===== src/rtl/tap_params.svh =====
/*
  Constants of the boundary-scan test port: lengths, opcodes,
  capture values and timing counts.
  Assumes inclusion by the package and the port module.
*/
`ifndef TAP_PARAMS_SVH
`define TAP_PARAMS_SVH

`define IR_LEN          10
`define IR_CAPTURE      10'h001
`define BSR_LEN         96
`define ID_LEN          32
`define USERCODE_LEN    32
`define UES_LEN         16
`define PROG_W          16
`define PROG_DR_LEN     17

`define OP_EXTEST       10'h000
`define OP_SAMPLE       10'h005
`define OP_IDCODE       10'h059
`define OP_USERCODE     10'h079
`define OP_UES_READ     10'h00E
`define OP_ISP_ENTER    10'h2CC
`define OP_ISP_PROGRAM  10'h2E1
`define OP_ISP_ERASE    10'h2F2
`define OP_ISP_EXIT     10'h201
`define OP_BYPASS       10'h3FF

`define SYS_CLK_KHZ     40000
`define ERASE_PULSE_MS  100
`define ERASE_CNT_W     22

`define PIN_TCK         0
`define PIN_TMS         1
`define PIN_TDI         2
`define PIN_EN          3

`endif


===== src/rtl/tap_pkg.sv =====
/*
  Types of the boundary-scan test port: controller states, data
  register selection and the packed state of the port module.
  Assumes tap_params.svh is on the include path.
*/
`default_nettype none
`include "tap_params.svh"

package tap_pkg;

  typedef enum logic [3:0] {
    ST_RESET    = 4'h0,
    ST_IDLE     = 4'h1,
    ST_SEL_DR   = 4'h3,
    ST_CAP_DR   = 4'h2,
    ST_SHIFT_DR = 4'h6,
    ST_EX1_DR   = 4'h7,
    ST_PAUSE_DR = 4'h5,
    ST_EX2_DR   = 4'h4,
    ST_UPD_DR   = 4'hC,
    ST_SEL_IR   = 4'hD,
    ST_CAP_IR   = 4'hF,
    ST_SHIFT_IR = 4'hE,
    ST_EX1_IR   = 4'hA,
    ST_PAUSE_IR = 4'hB,
    ST_EX2_IR   = 4'h9,
    ST_UPD_IR   = 4'h8
  } tap_state_t;

  typedef enum logic [2:0] {
    SEL_BYP, SEL_BSR, SEL_ID, SEL_USER, SEL_UES, SEL_PROG
  } dr_sel_t;

  typedef struct packed {
    logic [3:0]              s1;
    logic [3:0]              s2;
    logic [3:0]              s3;
    logic [3:0]              flt;
    logic [`BSR_LEN-1:0]     p1;
    logic [`BSR_LEN-1:0]     p2;
    logic [`BSR_LEN-1:0]     p3;
    logic [`BSR_LEN-1:0]     pflt;
    logic                    tck_q;
    tap_state_t              st;
    logic [`IR_LEN-1:0]      ir_sh;
    logic [`IR_LEN-1:0]      ir;
    logic [`BSR_LEN-1:0]     dr_sh;
    logic [`BSR_LEN-1:0]     bsr_upd;
    logic [`BSR_LEN-1:0]     pad;
    logic                    tdo;
    logic                    tdo_oe_n;
    logic                    isp_mode;
    logic                    erase_on;
    logic [`ERASE_CNT_W-1:0] erase_cnt;
    logic                    pend;
    logic [`PROG_W-1:0]      pend_d;
    logic                    out_v;
    logic [`PROG_W-1:0]      out_d;
    logic                    sp_v;
    logic [`PROG_W-1:0]      sp_d;
    logic [2:0]              user_in;
  } tap_regs_t;

endpackage

`default_nettype wire


===== src/rtl/boundary_scan_test_port.sv =====
/*
  Boundary-scan test port sampled on the system clock: controller,
  instruction register, data registers, in-system programming word
  path with a two-entry buffer, and erase pulse timer.
  Assumes TCK, TMS, TDI, enable and pin levels are asynchronous and
  TCK is far slower than SYS_CLK; the TDO wire is resolved outside.
*/
`timescale 1ns/1ps
`default_nettype none
`include "tap_params.svh"

module boundary_scan_test_port
  import tap_pkg::*;
#(
  parameter logic             USERCODE_VARIANT = 1'b1,
  parameter logic [3:0]       ID_VERSION       = 4'h2,
  // Arbitrary neutral identity value
  parameter logic [26:0]      ID_BODY          = 27'h2A5_5A5A,
  parameter logic [31:0]      USERCODE         = 32'h0000_0000,
  parameter logic [15:0]      UES_VALUE        = 16'h0000,
  parameter int unsigned      ERASE_CYCLES     =
    `ERASE_PULSE_MS * `SYS_CLK_KHZ
) (
  input  wire logic                SYS_CLK,
  input  wire logic                NRST,
  input  wire logic                TCK,
  input  wire logic                TMS,
  input  wire logic                TDI,
  input  wire logic                JTAG_ENABLE,
  input  wire logic                USER_TDO_OUT,
  input  wire logic                USER_TDO_OE_N,
  input  wire logic [`BSR_LEN-1:0] PIN_IN,
  input  wire logic [`BSR_LEN-1:0] CORE_OUT,
  input  wire logic [`PROG_W-1:0]  PROG_RDATA,
  input  wire logic                PROG_READY,
  output logic                     TDO,
  output logic                     TDO_OE_N,
  output logic [`BSR_LEN-1:0]      PAD_OUT,
  output logic [2:0]               USER_IN,
  output logic                     ISP_MODE,
  output logic                     ERASE_PULSE,
  output logic                     PROG_VALID,
  output logic [`PROG_W-1:0]       PROG_DATA
);

  localparam logic [31:0] IDCODE_VAL = {ID_VERSION, ID_BODY, 1'b1};
  localparam logic [`ERASE_CNT_W-1:0] ERASE_LAST =
    `ERASE_CNT_W'(ERASE_CYCLES - 1);
  localparam logic [`ERASE_CNT_W-1:0] CNT_ONE =
    {{(`ERASE_CNT_W-1){1'b0}}, 1'b1};

  tap_regs_t r_ff;
  tap_regs_t nxt_r;
  dr_sel_t   sel;
  logic      tck_rise;
  logic      tck_fall;
  logic      tms;
  logic      tdi;
  logic      enabled;
  logic      pop;
  logic      push_ok;

  assign tck_rise = r_ff.flt[`PIN_TCK] & ~r_ff.tck_q;
  assign tck_fall = ~r_ff.flt[`PIN_TCK] & r_ff.tck_q;
  assign tms      = r_ff.flt[`PIN_TMS];
  assign tdi      = r_ff.flt[`PIN_TDI];
  assign enabled  = r_ff.flt[`PIN_EN];
  assign pop      = r_ff.out_v & PROG_READY;
  // Filling side ready: spare slot free
  assign push_ok  = r_ff.pend & ~r_ff.sp_v;

  // Data register steering from the held instruction
  always_comb begin
    unique case (r_ff.ir)
      `OP_SAMPLE, `OP_EXTEST: sel = SEL_BSR;
      `OP_IDCODE:             sel = SEL_ID;
      `OP_USERCODE:           sel = USERCODE_VARIANT ? SEL_USER : SEL_BYP;
      `OP_UES_READ:           sel = USERCODE_VARIANT ? SEL_BYP : SEL_UES;
      `OP_ISP_PROGRAM:        sel = SEL_PROG;
      default:                sel = SEL_BYP;
    endcase
  end

  always_comb begin
    nxt_r = r_ff;
    // Three-stage sampling; a change counts once stages two and three agree
    nxt_r.s1   = {JTAG_ENABLE, TDI, TMS, TCK};
    nxt_r.s2   = r_ff.s1;
    nxt_r.s3   = r_ff.s2;
    nxt_r.flt  = (r_ff.s2 & r_ff.s3) | ((r_ff.s2 ^ r_ff.s3) & r_ff.flt);
    nxt_r.p1   = PIN_IN;
    nxt_r.p2   = r_ff.p1;
    nxt_r.p3   = r_ff.p2;
    nxt_r.pflt = (r_ff.p2 & r_ff.p3) | ((r_ff.p2 ^ r_ff.p3) & r_ff.pflt);
    nxt_r.tck_q = r_ff.flt[`PIN_TCK];

    // Controller moves only on a filtered TCK rise, except the forced reset while the port is disabled
    if (tck_rise) begin
      unique case (r_ff.st)
        ST_RESET:    nxt_r.st = tms ? ST_RESET : ST_IDLE;
        ST_IDLE:     nxt_r.st = tms ? ST_SEL_DR : ST_IDLE;
        ST_SEL_DR:   nxt_r.st = tms ? ST_SEL_IR : ST_CAP_DR;
        ST_CAP_DR:   nxt_r.st = tms ? ST_EX1_DR : ST_SHIFT_DR;
        ST_SHIFT_DR: nxt_r.st = tms ? ST_EX1_DR : ST_SHIFT_DR;
        ST_EX1_DR:   nxt_r.st = tms ? ST_UPD_DR : ST_PAUSE_DR;
        ST_PAUSE_DR: nxt_r.st = tms ? ST_EX2_DR : ST_PAUSE_DR;
        ST_EX2_DR:   nxt_r.st = tms ? ST_UPD_DR : ST_SHIFT_DR;
        ST_UPD_DR:   nxt_r.st = tms ? ST_SEL_DR : ST_IDLE;
        ST_SEL_IR:   nxt_r.st = tms ? ST_RESET : ST_CAP_IR;
        ST_CAP_IR:   nxt_r.st = tms ? ST_EX1_IR : ST_SHIFT_IR;
        ST_SHIFT_IR: nxt_r.st = tms ? ST_EX1_IR : ST_SHIFT_IR;
        ST_EX1_IR:   nxt_r.st = tms ? ST_UPD_IR : ST_PAUSE_IR;
        ST_PAUSE_IR: nxt_r.st = tms ? ST_EX2_IR : ST_PAUSE_IR;
        ST_EX2_IR:   nxt_r.st = tms ? ST_UPD_IR : ST_SHIFT_IR;
        ST_UPD_IR:   nxt_r.st = tms ? ST_SEL_DR : ST_IDLE;
      endcase

      if (r_ff.st == ST_CAP_IR) begin
        nxt_r.ir_sh = `IR_CAPTURE;
      end
      if (r_ff.st == ST_SHIFT_IR) begin
        nxt_r.ir_sh = {tdi, r_ff.ir_sh[`IR_LEN-1:1]};
      end

      // Capture loads the selected register; unused upper bits stay zero
      if (r_ff.st == ST_CAP_DR) begin
        nxt_r.dr_sh = '0;
        unique case (sel)
          SEL_BYP:  nxt_r.dr_sh[0] = 1'b0;
          SEL_BSR:  nxt_r.dr_sh = r_ff.pflt;
          SEL_ID:   nxt_r.dr_sh[`ID_LEN-1:0] = IDCODE_VAL;
          SEL_USER: nxt_r.dr_sh[`USERCODE_LEN-1:0] = USERCODE;
          SEL_UES:  nxt_r.dr_sh[`UES_LEN-1:0] = UES_VALUE;
          SEL_PROG: nxt_r.dr_sh[`PROG_DR_LEN-1:0] =
            {r_ff.pend, PROG_RDATA};
          default:  nxt_r.dr_sh[0] = 1'b0;
        endcase
      end

      if (r_ff.st == ST_SHIFT_DR) begin
        unique case (sel)
          SEL_BYP:  nxt_r.dr_sh[0] = tdi;
          SEL_BSR:  nxt_r.dr_sh = {tdi, r_ff.dr_sh[`BSR_LEN-1:1]};
          SEL_ID, SEL_USER:
            nxt_r.dr_sh[31:0] = {tdi, r_ff.dr_sh[31:1]};
          SEL_UES:
            nxt_r.dr_sh[`UES_LEN-1:0] =
              {tdi, r_ff.dr_sh[`UES_LEN-1:1]};
          SEL_PROG:
            nxt_r.dr_sh[`PROG_DR_LEN-1:0] =
              {tdi, r_ff.dr_sh[`PROG_DR_LEN-1:1]};
          default:  nxt_r.dr_sh[0] = tdi;
        endcase
      end
    end

    if (tck_fall) begin
      // Output changes on the falling edge so the far end samples mid-bit
      nxt_r.tdo_oe_n = 1'b1;
      if (r_ff.st == ST_SHIFT_DR) begin
        nxt_r.tdo      = r_ff.dr_sh[0];
        nxt_r.tdo_oe_n = 1'b0;
      end
      if (r_ff.st == ST_SHIFT_IR) begin
        nxt_r.tdo      = r_ff.ir_sh[0];
        nxt_r.tdo_oe_n = 1'b0;
      end
      if (r_ff.st == ST_RESET) begin
        nxt_r.ir = `OP_IDCODE;
      end
      if (r_ff.st == ST_UPD_IR) begin
        nxt_r.ir = r_ff.ir_sh;
        unique case (r_ff.ir_sh)
          `OP_ISP_ENTER: nxt_r.isp_mode = 1'b1;
          // Exit refused while a pulse runs; the cells must see it whole
          `OP_ISP_EXIT:  nxt_r.isp_mode = r_ff.erase_on;
          `OP_ISP_ERASE: begin
            if (r_ff.isp_mode && !r_ff.erase_on) begin
              nxt_r.erase_on  = 1'b1;
              nxt_r.erase_cnt = ERASE_LAST;
            end
          end
          default: ;
        endcase
      end
      if (r_ff.st == ST_UPD_DR) begin
        if (sel == SEL_BSR) begin
          nxt_r.bsr_upd = r_ff.dr_sh;
        end
        // A busy word is refused; capture shows busy so none is lost
        if (sel == SEL_PROG && r_ff.isp_mode && !r_ff.pend) begin
          nxt_r.pend   = 1'b1;
          nxt_r.pend_d = r_ff.dr_sh[`PROG_W-1:0];
        end
      end
    end

    // Boundary pads: core path unless external test holds the chain
    nxt_r.pad = (r_ff.ir == `OP_EXTEST) ? r_ff.bsr_upd : CORE_OUT;

    // Pulse length loaded at start; counts down to zero
    if (r_ff.erase_on) begin
      if (r_ff.erase_cnt == '0) begin
        nxt_r.erase_on = 1'b0;
      end else begin
        nxt_r.erase_cnt = r_ff.erase_cnt - CNT_ONE;
      end
    end

    // Two-entry buffer toward the programming core
    if (pop) begin
      nxt_r.out_v = 1'b0;
    end
    if (r_ff.sp_v && !nxt_r.out_v) begin
      nxt_r.out_v = 1'b1;
      nxt_r.out_d = r_ff.sp_d;
      nxt_r.sp_v  = 1'b0;
    end
    if (push_ok) begin
      if (!nxt_r.out_v) begin
        nxt_r.out_v = 1'b1;
        nxt_r.out_d = r_ff.pend_d;
      end else begin
        nxt_r.sp_v = 1'b1;
        nxt_r.sp_d = r_ff.pend_d;
      end
      nxt_r.pend = 1'b0;
    end

    // Port disabled: held in reset, pins handed to user logic
    nxt_r.user_in = 3'h0;
    if (!enabled) begin
      nxt_r.st       = ST_RESET;
      nxt_r.ir       = `OP_IDCODE;
      nxt_r.tdo      = USER_TDO_OUT;
      nxt_r.tdo_oe_n = USER_TDO_OE_N;
      nxt_r.user_in  = r_ff.flt[2:0];
    end
  end

  // Reset parks the controller with identification selected
  always_ff @(posedge SYS_CLK or negedge NRST) begin
    if (!NRST) begin
      r_ff          <= '0;
      r_ff.st       <= ST_RESET;
      r_ff.ir       <= `OP_IDCODE;
      r_ff.tdo_oe_n <= 1'b1;
    end else begin
      r_ff <= nxt_r;
    end
  end

  assign TDO         = r_ff.tdo;
  assign TDO_OE_N    = r_ff.tdo_oe_n;
  assign PAD_OUT     = r_ff.pad;
  assign USER_IN     = r_ff.user_in;
  assign ISP_MODE    = r_ff.isp_mode;
  assign ERASE_PULSE = r_ff.erase_on;
  assign PROG_VALID  = r_ff.out_v;
  assign PROG_DATA   = r_ff.out_d;

endmodule

`default_nettype wire


===== config.mk =====
export PLATFORM = sky130hd
export DESIGN_NAME = boundary_scan_test_port
export DESIGN_NICKNAME = d
export VERILOG_FILES = /design/src/rtl/tap_pkg.sv /design/src/rtl/boundary_scan_test_port.sv
export VERILOG_INCLUDE_DIRS = /design/src /design/src/rtl
export SDC_FILE = /design/constraint.sdc
export NUM_CORES = 1
export LEC_CHECK = 0
export BUFFER_PORTS_ARGS = -buffer_cell sky130_fd_sc_hd__buf_2
export CELL_PAD_IN_SITES_DETAIL_PLACEMENT = 1
export CELL_PAD_IN_SITES_GLOBAL_PLACEMENT = 1
export CORE_UTILIZATION = 40
export CTS_CLUSTER_SIZE = 30
export DETAILED_ROUTE_END_ITERATION = 8
export PLACE_DENSITY = 0.78
export SYNTH_ARGS = -nofsm -noshare
export SYNTH_HDL_FRONTEND = slang
export SYNTH_SLANG_ARGS = --single-unit

===== constraint.sdc =====
create_clock -name SYS_CLK -period 3 [get_ports SYS_CLK]
set_clock_uncertainty 0.15 [all_clocks]
set_input_delay 0.3 -clock SYS_CLK [delete_from_list [all_inputs] [get_ports SYS_CLK]]
set_output_delay 0.3 -clock SYS_CLK [all_outputs]
set_load 0.02 [all_outputs]

* After elaboration in Yosys (flattened, before gate mapping)
Cells that the tools add are included.
** Word-level totals
- Bits in registers :: 793
- Input bits :: 217
- Output and inout port bits :: 120
- Logic and storage cells :: 163
** Operators by class
- Add/subtract/negate cells :: 1
- Equal/unequal tests :: 31
- Multiplexer cells :: 55
- Bitwise gates (word level) :: 15
- Reduce and logical (&&, ||, !) cells :: 33
** Operators by type and width (count)
- 96-bit two-way mux :: 3
- 96-bit AND :: 2
- 64-bit two-way mux :: 2
- 96-bit OR :: 1
- 96-bit XOR :: 1
- 15-bit one-hot mux with 2 select lines :: 3
- 23-bit two-way mux :: 3
- 10-bit two-way mux :: 6
- 17-bit two-way mux :: 3
- 4-bit one-hot mux with 12 select lines :: 1
- 15-bit one-hot mux with 3 select lines :: 1
- 43-bit two-way mux :: 1
- 10-bit == test (second input constant) :: 4
- 34-bit two-way mux :: 1
- 4-bit == test (second input constant) :: 8
- 24-bit two-way mux :: 1
- 22-bit zero test :: 1
- 22-bit two-way mux :: 1
- 22-bit by 1-bit subtractor with 22-bit output (second input constant) :: 1
- 10-bit by 7-bit == test with 1-bit output (second input constant) :: 2
- 4-bit two-way mux :: 5
- 18-bit two-way mux :: 1
- 4-bit by 3-bit == test with 1-bit output (second input constant) :: 4
- 16-bit two-way mux :: 1
- 31 further kinds :: 78

* Logic depth before layout (Yosys ltp)
Gate-level depths: netlist (run 1).
- Depth in word-level cells :: 11
- Gate-level depth with buffers :: 9
- Gate-level depth less buffers :: 8

* Least setup slack after synthesis (run 1)
OpenSTA, ideal clock, no wires.
- Path kind :: reg2reg
- From :: reg r_ff[377] (netlist bit)
- To :: reg r_ff[234] (netlist bit)
- Library setup time :: 0.125 ns
- Arrival :: 2.361 ns
- Data required time :: 2.725 ns
- Path slack :: 0.364 ns
- Cell stages (with the launch flop) :: 8
- Buffers on the path :: 3
- Period minus slack after synthesis :: 2.636 ns
- Cells stage by stage :: dfrtp_1 or4_4 or4_1 buf_2 nor2_4 buf_6 buf_6 mux2_2
** On the way
- Longest elaborated chain between the ends :: 5
- Elaborated cells between the ends (all ways) :: 9
- Those cells by class :: eq/ne (5); mux (1); reduce/logical (3)
** Ends and longest elaborated chain
- from (decl) :: line boundary_scan_test_port.sv:52 : tap_regs_t r_ff;
- from (signal assigned) :: line boundary_scan_test_port.sv:249 : r_ff <= nxt_r;
- 10-bit by 3-bit == test with 1-bit output / 10-bit zero test (equally long branches) :: line boundary_scan_test_port.sv:74 : unique case (r_ff.ir)
- 2-bit OR reduction :: line boundary_scan_test_port.sv:74
- 3-bit one-hot mux with 4 select lines (*) :: line boundary_scan_test_port.sv:74
- 3-bit by 1-bit == test with 1-bit output (*) :: line boundary_scan_test_port.sv:187 : if (sel == SEL_BSR) begin
- 3-bit AND reduction (no line) (*)
Every way passes the cells marked *; elsewhere a longest branch is shown, timed or not.
A chain may end at the register's enable or synchronous reset.

* Final worst setup path (run 1)
- From :: reg r_ff[377] (netlist bit)
- To :: reg r_ff[265] (netlist bit)
The elaborated chain is that of the path after synthesis.

==> out/qor.yml, run 1 <==
detailed_routing:
  viasPerCell: 5.16
  drc: 0
  vias: 18500
  ant_nets: 0
  routed_wl_um: 79200
  first_pass_iters: 5
  wl_per_cell_um: 22.2
  drt-initial-drc-count: 1045
synth:
  synth-main-ff-cell: "dfrtp_1"
  synth_top_cell_by_area: "dfrtp_1"
  yosysSeqAreaShare_pct: 67.5
  ys_ff_latch: 793
  ys_top_cells_by_area: "dfrtp_1 67%, mux2_2 8.5%, ha_1 4.3%"
  synth_top_area_share_pct: 67.1
  synth-edff-count: 0
  synthCells: 2036
  syn_nets: 2354
  yosys_warnings: 0
  netlist_area_mm2: 0.0294
  synth-async-reset-ratio_pct: 100
  synth_cell_types: 68
  syn_avg_cell_area_um2: 14.4
clocking:
  cts_buffers: 83
  clk_latency_ns: 0.65
  cts_tree: "built"
  post-cts-setup-buffers: 0
  cts.path.max_buffers: 3
  clk_pin_slew_ns: 0.06
  cts_root_buffer: "clkbuf_16"
  cts_num_sinks: 793
  cts_max_level: 3
cells_and_area:
  syn_to_final_growth_pct: 25.2
  nNetsFinal: 2864
  drive_gt1_share_pct: 29.9
  finalCoreUtilization_pct: 50.5
  postLayoutCellArea_mm2: 0.0368
sta:
  fmax_mhz: 345
  fin_crit_ns: 2.90
  rsz0062_at_grt: "false"
  slew_violations: 0
  hold_violations: 0
  period_share_pct: 96.6
  finalSetupTns_ns: 0
  maxSlewHeadroom_pct: 44.3
  setup_viol: 0
  worst-slew-pin-transition_ns: 0.835
setup_path:
  slowest_delay_ns: 0.59
  worstSetupEndpointType: "register"
  cp_data_arrival_time_ns: 3.24
  crit_slowest_cell: "or4_4"
  crit_type: "reg2reg"
  crit_fanout: 16
  required_ns: 3.34
  critPathBufInv: 2
  r2r_slack_ns: 0.10
  cp_common_cell: "buf_12"
  path_delay_family: "simple AND/OR/NAND/NOR gates"
  cp-start-kind: "register"
  crit_chain: "or4_4 > or4_1 > nor2_4 > buf_12 > buf_12 > mux2_2"
floorplanning:
  die_w_um: 273
  core.rowCount: 99
  core_mm2: 0.0728
  start_util_pct: 40.4
  die_h_um: 273
  io_pins: 337
  die-area_mm2: 0.0746
global_route:
  grt-busiest-layer: "met2"
  met3_usage_pct: 3.73
  antenna_found_initial: 6
  grt_start_max_net_pins: 78
  overflow: 0
  grtUsageTotal_pct: 21.8
  grt_pass1_vias: 21300
  grtUsageMet2_pct: 38.6
  grt_pass1_wl_um: 125000
  gr-usage-met1_pct: 26.0
power:
  p_sw_share_pct: 23.7
  peakVddDrop_mv: 0.445
  pwr-share-clk_pct: 44.8
  internal-power_uw: 17700
  power.leakage_uw: 0.0179
  power_frac_comb_pct: 5.8
  p_sw_uw: 5500
  power_density_mw_per_mm2: 632
  seq_power_share_pct: 49.4
place:
  dpl.hpwl_um: 47300
  port_buffers: 336
  gp_congestion: 0.807
  placed_cell_area_mm2: 0.0318
run_status:
  status: "completed"
flow_run:
  cap_violations: 0
worst_hold_path:
  min_path_type: "in2async"
==> cell usage after synthesis, drive strengths merged, types with 19 or more instances <==
library cell	number
a21o	106
a21oi	40
a22oi	81
buf	136
clkbuf	60
dfrtp	788
ha	101
mux2	226
mux2i	19
nand2	107
nor2	50
nor3	23
o21ai	100
==> cell usage in the layout (no fill, tap or decap), drive strengths merged, types with 4 or more instances in the layout <==
cell type | netlist | routed
nor4 | 9 | 9
clkbuf | 60 | 122
o21ai | 100 | 100
o31ai | 8 | 8
nor3 | 23 | 23
a31oi | 6 | 6
clkinv | 1 | 23
mux2i | 19 | 19
or3 | 8 | 8
nor2b | 6 | 6
buf | 136 | 405
dlygate4sd3 | 0 | 216
nand4 | 5 | 5
dfrtp | 788 | 788
a22o | 8 | 8
xnor2 | 5 | 5
nor3b | 4 | 4
a221oi | 6 | 6
nor4bb | 4 | 4
a21o | 106 | 106
o21a | 4 | 4
nand3 | 9 | 9
mux2 | 226 | 226
a221o | 15 | 15
o22a | 4 | 4
ha | 101 | 101
or4 | 8 | 8
a21oi | 40 | 40
o2bb2ai | 9 | 9
dfstp | 5 | 5
nor2 | 50 | 50
a22oi | 81 | 81
nand2 | 107 | 107
a2bb2oi | 8 | 8
nand2b | 15 | 15
inv | 14 | 16
==> per-stage QoR <==
step | power [uW] | hold slack (ns) | std cells | worst slack (ns)
final | 23200 | 0.141 | 3575 | 0.103
after global routing | 24100 | 0.117 | 3575 | 0.0261
after CTS | 23400 | 0.0870 | 3572 | 0.0824
after detailed placement | 12800 | 0.186 | 3204 | 0.103
after global placement | 12700 | 0.177 | 3204 | 0.211
after floorplan | 12100 | -0.146 | 2036 | 0.364
==> cell families (layout without fill, tap and decap cells) <==
logic type,Yosys count,count (layout),synth area share (%)
XOR/XNOR,7,7,0.209
adder cells (fa/ha/maj),101,101,4.30
buffers and inverters,211,788,4.34
other,0,3,0
AO/OA/AOI/OAI,415,415,9.73
AND/OR/NAND/NOR,264,264,4.57
multiplexers,245,245,9.31
flip-flops,793,793,67.5
==> sequential cells by signal (all words and copies together) (netlist names) <==
register,count
ERASE_PULSE,1
ISP_MODE,1
PAD_OUT,96
PROG_DATA,16
PROG_VALID,1
TDO,1
TDO_OE_N,1
USER_IN,3
enabled,1
nxt_r,201
r_ff,471
==> worst register-to-register path, cell delays in order (launching register included) <==
cell and delay [ns]:
dfrtp_1 0.45, or4_4 0.60, or4_1 0.59, nor2_4 0.20, buf_12 0.22, buf_12 0.19, mux2_2 0.37
==> repair_timing <==
item,CTS,global route
endpoints found under the hold margin,277,0
setup endpoints to repair,0,8
resized for setup,0,1
hold buffers,216,0
==> layer usage <==
metal,share of wire [%],wire (um)
met3,4.1,3220
met4,4.1,3270
met2,53,41700
met1,39,30900
met5,0.043,34
==> power groups by stage <==
stage | clock network (uW) | logic (uW) | registers (uW)
detailed placement | 0 | 1100 | 11700
floorplan | 0 | 579 | 11500
CTS | 10600 | 1350 | 11500
finish | 10400 | 1350 | 11500
global placement | 0 | 1020 | 11600
global route | 11100 | 1500 | 11500
==> layout make-up <==
class,instances,area [um^2]
Inverter,15,56.3
Tap cell,959,1200
Sequential cell,793,19900
Clock inverter,30,364
Clock buffer,122,2410
Multi-Input combinational cell,1032,8320
Fill cell,7239,36100
Antenna cell,3,7.51
Timing Repair Buffer,621,4570
==> final timing paths <==
path	start	to	cells after the start
max	r_ff[377]	r_ff[265]	6
min	NRST	r_ff[397]	2
max reg2reg	r_ff[377]	r_ff[265]	6
min reg2reg	nxt_r[679]	nxt_r[583]	0
max in group asynchronous	NRST	nxt_r[531]	4
min in group SYS_CLK	PIN_IN[73]	nxt_r[658]	2
No activity file was read; power rests on OpenSTA's default activity.
==> run 2, diff against run 1 <==
Settings changed: CORE_UTILIZATION 40 to 25, PLACE_DENSITY 0.78 to 0.57.
==> run 2 against run 1 <==
Register-to-register slack hardly changed; via count decreased by 2.6%; sequential power hardly changed; clock power up 16%; utilization fell by 18 points; final cell count grew 16%; non-clock buffer count increased by 1; sequential share of layout area fell by 1.7 points; critical path depth did not move; combinational power shrank 4%; global-route usage decreased by 8.8 points; die area is 60% higher; critical endpoint is now r_ff[190]; highest routed layer unchanged.
==> out/qor.yml, run 2 (same netlist as run 1, synthesis figures left out) <==
clocking:
  cts_buffers: 91
  cts_num_sinks: 793
  cts_root_buffer: "clkbuf_16"
  cts_max_level: 3
  cts.path.max_buffers: 3
  clk_latency_ns: 0.67
  cts_tree: "built"
  clk_pin_slew_ns: 0.06
flow_run:
  cap_violations: 0
setup_path:
  r2r_slack_ns: 0.1
  required_ns: 3.39
  cp_data_arrival_time_ns: 3.29
  crit_type: "reg2reg"
  reg2reg_depth: 6
  crit_fanout: 10
  crit_slowest_cell: "or4_1"
  cp-start-kind: "register"
  r2r-start: "r_ff[377]"
  slowest_delay_ns: 0.60
  r2r-end: "r_ff[190]"
  worstSetupEndpointType: "register"
  crit_chain: "or4_4 > or4_1 > nor2_4 > buf_12 > buf_4 > mux2_2"
floorplanning:
  core_mm2: 0.116
  die-area_mm2: 0.119
  io_pins: 337
  core.rowCount: 125
  die_h_um: 345
  start_util_pct: 25.3
  die_w_um: 345
global_route:
  grt_pass1_vias: 20400
  antenna_found_initial: 6
  grtUsageTotal_pct: 13.0
  grt_start_max_net_pins: 83
  grt_pass1_wl_um: 120000
  overflow: 0
sta:
  slew_violations: 0
  finalSetupTns_ns: 0
  period_share_pct: 96.8
  fmax_mhz: 345
  maxSlewHeadroom_pct: 48.0
  hold_violations: 0
  setup_viol: 0
  fin_ws_ns: 0.0973
  fin_crit_ns: 2.90
  worst-slew-pin-transition_ns: 0.776
  rsz0062_at_grt: "false"
cells_and_area:
  layout_commonest_cell: "dfrtp_1"
  fillers: 12300
  largest_reg_flops: 471
  drive_gt1_share_pct: 30.6
  largest_register: "r_ff"
  mostFrequentLayoutCells: "788 x dfrtp_1, 335 x buf_2, 223 x mux2_2"
  syn_to_final_growth_pct: 29.3
  nNetsFinal: 2873
power:
  power.leakage_uw: 0.0181
  power_density_mw_per_mm2: 654
  total_power_uw: 24900
  peakVddDrop_mv: 0.444
detailed_routing:
  wl_met3_um: 3450
  routed_wl_um: 76200
  drc: 0
  viasPerCell: 4.33
  vias: 18000
  drt-initial-drc-count: 830
  first_pass_iters: 4
  ant_nets: 0
  wl_met2_um: 37500
  top_layer_used: "met5"
  wl_per_cell_um: 18.3
  wl_met1_um: 33300
place:
  dpl.hpwl_um: 49500
  gp_congestion: 0.768
  port_buffers: 336
  post-place-ws_ns: 0.0665
worst_hold_path:
  min_path_type: "in2async"
run_status:
  status: "completed"
## run 2: worst max path at each step
stage,start,endpoint,slack (ns),cells after the start
6_report,r_ff[377],r_ff[190],0.1,6
4_1_cts,r_ff[377],r_ff[243],0.05,6
3_3_place_gp,r_ff[377],r_ff[248],0.11,6
3_5_place_dp,r_ff[377],r_ff[250],0.07,6
5_1_grt,r_ff[377],r_ff[243],0.01,6
2_1_floorplan,r_ff[377],r_ff[234],0.36,7
## run 2: area by class of cell
cell class | instances | area [um^2] | area share, %
Inverter | 15 | 56.3 | 0.148
Tap cell | 1524 | 1910 | 5.02
Multi-Input combinational cell | 1032 | 8330 | 21.9
Clock inverter | 49 | 724 | 1.91
Antenna cell | 2 | 5.00 | 0.0132
Timing Repair Buffer | 622 | 4570 | 12.0
Sequential cell | 793 | 19900 | 52.2
Clock buffer | 118 | 2570 | 6.77
## run 2: repair_timing
action,in CTS,in global routing
endpoints found under the hold margin,284,0
gates resized for setup,0,0
hold buffers,216,0
buffers inserted,0,1
setup endpoints to repair,0,19
## run 2: through the flow
stage | hold slack, ns | util, % | area [um^2] | std cells
floorplan | -0.146 | - | 29400 | 2036
global placement | 0.185 | 28.0 | 32500 | 3769
detailed placement | 0.186 | 28.0 | 32500 | 3769
CTS | 0.0671 | 32.7 | 38000 | 4152
global route | 0.0929 | 32.7 | 38000 | 4154
finish | 0.102 | 32.7 | 38000 | 4155
## run 2: critical path: cells and delay by family, from the launching register on
| family | cells | cell delay [ns] |
|---|---|---|
| simple gates | 3 | 1.41 |
| buf+inv | 2 | 0.44 |
| flops | 1 | 0.44 |
| mux | 1 | 0.35 |
## run 2: per-layer routing
metal	GRT usage, %	up-vias
met3	2.64	123
met2	21.8	377
met5	0	-
met1	16.6	9306
li1	-	8172
met4	4.47	8
## run 2: power by group
group	switching (uW)	internal, uW
registers	318	11200
logic	648	642
clock network	4620	7460
total	5590	19300
